==> src/rtl/ubv_map.svh <==
`ifndef UBV_MAP_SVH
`define UBV_MAP_SVH
// Setup packet framing
`define UBV_SETUP_BYTES      4'd8
`define UBV_VENDOR_OUT_TYPE  8'h40
// Request codes
`define UBV_QUERY_CPU_IDENTITY        8'h00
`define UBV_LOAD_TRANSFER_ADDRESS     8'h01
`define UBV_LOAD_TRANSFER_BYTE_COUNT  8'h02
`define UBV_FLUSH_BOTH_CACHES         8'h03
`define UBV_START_FROM_CACHE_COPY     8'h04
`define UBV_START_BY_DIRECT_BRANCH    8'h05
// Data stage of the identity query
`define UBV_CPU_INFO_BYTES   16'h0008
// Endpoint packet sizes in bytes
`define UBV_EP0_MPS          11'h040
`define UBV_BULK_MPS_HS      11'h200
`define UBV_BULK_MPS_FS      11'h040
// Reset values
`define UBV_ADDR_RST         32'h0000_0000
`define UBV_LEN_RST          32'h0000_0000
`endif

==> src/rtl/ubv_pkg.sv <==
package ubv_pkg;
  typedef enum logic [2:0] {
    UBV_COLLECT,
    UBV_DECODE,
    UBV_INFO,
    UBV_COPY
  } ubv_state_e;

  // Setup packet, byte 0 in the low bits
  typedef struct packed {
    logic [15:0] length;
    logic [15:0] index;
    logic [15:0] value;
    logic [7:0]  request;
    logic [7:0]  req_type;
  } ubv_setup_s;
endpackage : ubv_pkg

==> src/rtl/ubv_decoder.sv <==
`timescale 1ns/1ns
`include "ubv_map.svh"
// Overview of operation
// - Match request type 0x40 on every request
// - Code 0x00 with length 8 sends eight CPU identity bytes
// - Code 0x01 latches address, value high half
// - Code 0x02 latches byte count, value high
// - Code 0x03 flushes instruction and data caches
// - Code 0x04 copies cache, then starts program
// - Code 0x05 branches directly to entry point
// - EP0 64 bytes; bulk 512 HS, 64 FS
module ubv_decoder
  import ubv_pkg::*;
#(
  // Arbitrary identity value
  parameter logic [63:0] CPU_INFO = 64'h0123_4567_89ab_cdef
) (
  // Clock and reset
  input  wire logic        CLK_I,
  input  wire logic        RST_B_I,
  // Setup byte stream from endpoint 0
  input  wire logic        SETUP_VALID_I,
  input  wire logic [7:0]  SETUP_DATA_I,
  output logic             SETUP_READY_O,
  // Identity data stage
  output logic             IN_VALID_O,
  output logic [7:0]       IN_DATA_O,
  input  wire logic        IN_READY_I,
  // Request outcome
  output logic             ACK_O,
  output logic             STALL_O,
  // Bulk transfer setup
  output logic [31:0]      XFER_ADDR_O,
  output logic [31:0]      XFER_LEN_O,
  // Cache control
  output logic             ICACHE_FLUSH_O,
  output logic             DCACHE_FLUSH_O,
  output logic             COPY_REQ_O,
  input  wire logic        COPY_DONE_I,
  // Program start
  output logic             START_O,
  output logic             DIRECT_BRANCH_O,
  output logic [31:0]      ENTRY_O,
  // Packet sizes
  input  wire logic        HIGH_SPEED_I,
  output logic [10:0]      EP0_MPS_O,
  output logic [10:0]      BULK_MPS_O
);

  ubv_state_e  state;
  ubv_state_e  next_state;
  logic [63:0] pkt;
  logic [2:0]  byte_cnt;
  logic [2:0]  info_idx;
  logic [63:0] info_sr;
  ubv_setup_s  setup;
  logic        type_ok;
  logic        in_beat;
  logic        go_addr;
  logic        go_len;
  logic        go_flush;
  logic        go_info;
  logic        go_copy;
  logic        go_direct;
  logic        go_stall;

  assign setup   = ubv_setup_s'(pkt);
  assign in_beat = IN_VALID_O && IN_READY_I;
  assign type_ok = (state == UBV_DECODE) && (setup.req_type == `UBV_VENDOR_OUT_TYPE);

  assign go_info   = type_ok && (setup.request == `UBV_QUERY_CPU_IDENTITY)
                     && (setup.length == `UBV_CPU_INFO_BYTES);
  assign go_addr   = type_ok && (setup.request == `UBV_LOAD_TRANSFER_ADDRESS);
  assign go_len    = type_ok && (setup.request == `UBV_LOAD_TRANSFER_BYTE_COUNT);
  assign go_flush  = type_ok && (setup.request == `UBV_FLUSH_BOTH_CACHES);
  assign go_copy   = type_ok && (setup.request == `UBV_START_FROM_CACHE_COPY);
  assign go_direct = type_ok && (setup.request == `UBV_START_BY_DIRECT_BRANCH);
  assign go_stall  = type_ok && !(go_info || go_addr || go_len || go_flush || go_copy || go_direct);

  assign SETUP_READY_O = (state == UBV_COLLECT);
  assign IN_VALID_O    = (state == UBV_INFO);
  assign IN_DATA_O     = info_sr[7:0];
  assign COPY_REQ_O    = (state == UBV_COPY);

  assign EP0_MPS_O  = `UBV_EP0_MPS;
  assign BULK_MPS_O = HIGH_SPEED_I ? `UBV_BULK_MPS_HS : `UBV_BULK_MPS_FS;

  ////////////////////////////////////////////////////////////////////////////
  always_comb begin
    next_state = state;
    unique case (state)
      UBV_COLLECT: begin
        if (SETUP_VALID_I && byte_cnt == 3'h7) begin
          next_state = UBV_DECODE;
        end
      end
      UBV_DECODE: begin
        if (go_info) begin
          next_state = UBV_INFO;
        end else if (go_copy) begin
          next_state = UBV_COPY;
        end else begin
          next_state = UBV_COLLECT;
        end
      end
      UBV_INFO: begin
        if (in_beat && info_idx == 3'h7) begin
          next_state = UBV_COLLECT;
        end
      end
      UBV_COPY: begin
        if (COPY_DONE_I) begin
          next_state = UBV_COLLECT;
        end
      end
      default: next_state = UBV_COLLECT;
    endcase
  end

  always_ff @(posedge CLK_I or negedge RST_B_I) begin
    if (!RST_B_I) begin
      state <= UBV_COLLECT;
    end else begin
      state <= next_state;
    end
  end

  ////////////////////////////////////////////////////////////////////////////
  // Setup bytes arrive low byte first
  always_ff @(posedge CLK_I or negedge RST_B_I) begin
    if (!RST_B_I) begin
      pkt      <= 64'h0;
      byte_cnt <= 3'h0;
    end else if (SETUP_READY_O && SETUP_VALID_I) begin
      pkt      <= {SETUP_DATA_I, pkt[63:8]};
      byte_cnt <= byte_cnt + 3'h1;
    end
  end

  always_ff @(posedge CLK_I or negedge RST_B_I) begin
    if (!RST_B_I) begin
      info_sr  <= 64'h0;
      info_idx <= 3'h0;
    end else if (go_info) begin
      info_sr  <= CPU_INFO;
      info_idx <= 3'h0;
    end else if (in_beat) begin
      info_sr  <= {8'h00, info_sr[63:8]};
      info_idx <= info_idx + 3'h1;
    end
  end

  ////////////////////////////////////////////////////////////////////////////
  // Address latch
  always_ff @(posedge CLK_I or negedge RST_B_I) begin
    if (!RST_B_I) begin
      XFER_ADDR_O <= `UBV_ADDR_RST;
    end else if (go_addr) begin
      XFER_ADDR_O <= {setup.value, setup.index};
    end
  end

  always_ff @(posedge CLK_I or negedge RST_B_I) begin
    if (!RST_B_I) begin
      XFER_LEN_O <= `UBV_LEN_RST;
    end else if (go_len) begin
      XFER_LEN_O <= {setup.value, setup.index};
    end
  end

  always_ff @(posedge CLK_I or negedge RST_B_I) begin
    if (!RST_B_I) begin
      ICACHE_FLUSH_O <= 1'b0;
      DCACHE_FLUSH_O <= 1'b0;
    end else begin
      ICACHE_FLUSH_O <= go_flush;
      DCACHE_FLUSH_O <= go_flush;
    end
  end

  // Entry point held until the copy finishes
  always_ff @(posedge CLK_I or negedge RST_B_I) begin
    if (!RST_B_I) begin
      ENTRY_O <= 32'h0;
    end else if (go_copy || go_direct) begin
      ENTRY_O <= {setup.value, setup.index};
    end
  end

  always_ff @(posedge CLK_I or negedge RST_B_I) begin
    if (!RST_B_I) begin
      START_O         <= 1'b0;
      DIRECT_BRANCH_O <= 1'b0;
    end else begin
      START_O         <= go_direct || (COPY_REQ_O && COPY_DONE_I);
      DIRECT_BRANCH_O <= go_direct;
    end
  end

  // Completion or stall of each vendor request; other request types get neither
  always_ff @(posedge CLK_I or negedge RST_B_I) begin
    if (!RST_B_I) begin
      ACK_O   <= 1'b0;
      STALL_O <= 1'b0;
    end else begin
      ACK_O   <= go_addr || go_len || go_flush || go_direct || (COPY_REQ_O && COPY_DONE_I)
                 || (in_beat && info_idx == 3'h7);
      // Bad identity length also stalls, the data stage cannot be served
      STALL_O <= go_stall || (type_ok && setup.request == `UBV_QUERY_CPU_IDENTITY && !go_info);
    end
  end
endmodule : ubv_decoder

==> config.mk <==
export PLATFORM = sky130hd
export DESIGN_NAME = ubv_decoder
export DESIGN_NICKNAME = d
export VERILOG_FILES = /design/src/rtl/ubv_pkg.sv /design/src/rtl/ubv_decoder.sv
export VERILOG_INCLUDE_DIRS = /design/src /design/src/rtl
export SDC_FILE = /design/constraint.sdc
export NUM_CORES = 1
export LEC_CHECK = 0
export ABC_CLOCK_PERIOD_IN_PS = 1800
export BUFFER_PORTS_ARGS = -buffer_cell sky130_fd_sc_hd__buf_2
export CAP_MARGIN = 10
export CORE_MARGIN = 1.5
export CORE_UTILIZATION = 40
export CTS_BUF_LIST = sky130_fd_sc_hd__clkbuf_8 sky130_fd_sc_hd__clkbuf_16
export DETAILED_ROUTE_END_ITERATION = 8
export PLACE_DENSITY = 0.6
export SLEW_MARGIN = 20
export SYNTH_ARGS = -nofsm -noshare
export SYNTH_HDL_FRONTEND = slang
export SYNTH_SLANG_ARGS = --single-unit
==> constraint.sdc <==
create_clock -name CLK_I -period 1.8 [get_ports CLK_I]
set_input_delay 0.36 -clock CLK_I [delete_from_list [all_inputs] [get_ports CLK_I]]
set_output_delay 0.36 -clock CLK_I [all_outputs]
set_load 0.05 [all_outputs]
==> metrics.cfg <==
[status]
status = finished with violations
violations = setup timing

[place]
hpwl_mm = 10.94
place.port_buffers = 127
gp_congestion = 0.7599

[cells_and_area]
fin_nets = 680
fill_cells = 1568
layout-drive-gt1-share = 0.5837
area_growth_pct = 25.75
num_antenna_cells = 0

[clocking]
clock_sinks = 191
clk_path_buf_depth = 2
numCtsBuffers = 17
insertion_delay_ps = 430
path_clk_slew_ps = 70
h-tree-depth = 4
cts-root-buf = clkbuf_16
cts_tree = done

[die]
fp-row-count = 50
die_w_um = 141.2
core_sq_um = 18710
io_pins = 149
dieArea_sq_um = 19940
start_util = 0.4086
die_height_um = 141.2

[grt]
grt_util_all_layers = 0.1729
antenna_found_initial = 0
busiest_layer = met2
grt_start_max_net_pins = 60
first_global_vias = 4885
grt_use_met3 = 0.04212
grtUsageMet1 = 0.2216
use_met2 = 0.2908
grt-ovfl-total = 0
grt_pass1_wl_mm = 26.49

[setup_path]
start_kind = flip-flop
path_class = flip-flop to flip-flop
required_ps = 2120
worstPathArrival_ps = 2280
worstSetupEndpointType = flip-flop
cp_max_fo = 19
reg2reg_slack_ps = -160

[timing]
period_needed_ps = 1961
max_clock_freq_mhz = 510.1
hold_viol_final = 0
final-max-slew-violation-count = 0
setup_violations = 110
rsz0062_at_grt = yes
finClkSkew_ps = 10.30
hold_ws_ps = 161.4
postLayoutSetupSlackWorst_ps = -160.6
period_share = 1.089

[synth]
synth_cells = 508
syn_area_sq_um = 7642
synth_edf_count = 0
async_reset_ff_frac = 1.000
ys_types = 37
synth.top_cell.area_share = 0.6254
synth_area_leaders = dfrtp_1 (63%), mux2_2 (24%), buf_4 (3.2%)
ys_seq_area_frac = 0.6254
yosys-top-cells-count = dfrtp_1 (191), mux2_2 (162), buf_4 (33)
avgSynthCellArea_sq_um = 15.04
ys_warn_count = 0
synth_area_leader_cell = dfrtp_1
synth-main-ff-cell = dfrtp_1
synth_seq_cells = 191
yosysMostFrequentCell = dfrtp_1

[pwr]
power.density_nw_per_um2 = 1373
total_power_mw = 13.20
peakVddDrop_v = 0.0007251
cellLeakagePower_nw = 5.069

[drt]
post_drt_via_cell_ratio = 4.953
ant_nets = 0
drcViolationCount = 0
avgRoutedWirePerCell_um = 17.76
vias = 4502
drt_iter0_markers = 224
drt_pass1_iterations = 4
wl_mm = 16.15

[job]
maxCapViolCount = 0

[min_path]
hp-class = primary input to flip-flop

## cell type report
class	instances	area, sq um	share of cell area
Clock buffer	17	425.4	0.04427
Clock inverter	15	145.1	0.01510
Inverter	2	7.507	0.0007811
Multi-Input combinational cell	281	2763	0.2875
Sequential cell	191	4782	0.4976
Tap cell	234	292.8	0.03046
Timing Repair Buffer	169	1195	0.1243
## repair_timing
action / in CTS / in global routing
resized for setup: 42 / 18
hold buffers: 1 / 0
hold endpoints to repair: 36 / 0
setup endpoints to repair: 112 / 120
pin swaps: 2 / 3
setup buffers: 4 / 3
gates cloned: 2 / 1
## cell families (layout without fill, tap and decap cells)
group | count (synthesis) | in the layout | share of synthesized area
adders and majority gates | 4 | 4 | 0.006549
other | 2 | 21 | 0.0009827
AOI/OAI and AO/OA | 12 | 12 | 0.009496
xor gates and xnor gates | 2 | 2 | 0.002292
and+or+nand+nor | 65 | 65 | 0.04846
muxes | 177 | 177 | 0.2583
DFF | 191 | 191 | 0.6254
buffers and inverters | 55 | 203 | 0.04846
## layer usage
metal | vias to the layer above | wire (um)
met5 | - | 0
met4 | 0 | 176
met3 | 14 | 704
met2 | 107 | 8043
met1 | 2341 | 7221
li1 | 2040 | -
## state kept, by name, summed over array words and instances (netlist names)
name and cells:
ACK_O 1, info_sr 18, STALL_O 1, ENTRY_O 32
DCACHE_FLUSH_O 1, DIRECT_BRANCH_O 1, byte_cnt 3, XFER_LEN_O 32
state 2, START_O 1, pkt 64, info_idx 3
XFER_ADDR_O 32
## power by group
part | internal, mW | switching, mW
logic | 1.65 | 1.58
registers | 5.29 | 1.08
clock network | 1.84 | 1.76
## cells in the final DEF, fill, tap and decap left out, types with 3 or more instances in the layout
cell type  synthesis  layout
clkbuf_16          0      18
mux2i_1           15      15
inv_6              0       6
buf_2              8     123
ha_1               4       4
buf_12             0      11
nand2_2            0      13
nand2_1           22       9
dfrtp_1          191     189
buf_4             33      24
nor4_2             1       4
mux2_2           162     140
nor4_1             6       3
mux2_4             0      22
conb_1             2      21
o21ai_0            3       3
a21oi_1            4       4
nor2_1            14      12
buf_6              4       4
inv_8              0       3
## through the flow
| stage | TNS, ps | instances | instance area, sq um | setup slack [ps] | util |
|---|---|---|---|---|---|
| floorplan | -1073 | 527 | 7761 | -33.84 | - |
| global placement | -15240 | 868 | 8698 | -201.8 | 0.4650 |
| detailed placement | -16130 | 868 | 8698 | -177.4 | 0.4650 |
| CTS | -11280 | 907 | 9504 | -170.9 | 0.5081 |
| global route | -25960 | 909 | 9610 | -300.5 | 0.5138 |
| finish | -12750 | 909 | 9610 | -160.6 | 0.5138 |
## path summary, 6_finish.rpt
kind	from	cells past startpoint	end
min in group asynchronous	RST_B_I	2	pkt[57]
min	SETUP_DATA_I[1]	2	pkt[57]
min reg2reg	byte_cnt[0]	1	byte_cnt[0]
max	pkt[5]	6	XFER_ADDR_O[27]
max in group asynchronous	RST_B_I	3	pkt[18]
max reg2reg	pkt[5]	6	XFER_ADDR_O[27]
## worst max-delay path, stage by stage (launching register included)
cell	delay, ps
dfrtp_1	400
nor4b_4	310
nand4_1	220
buf_4	210
nor2_4	160
buf_12	200
mux2_2	350
(Power assumes the default switching activity.)
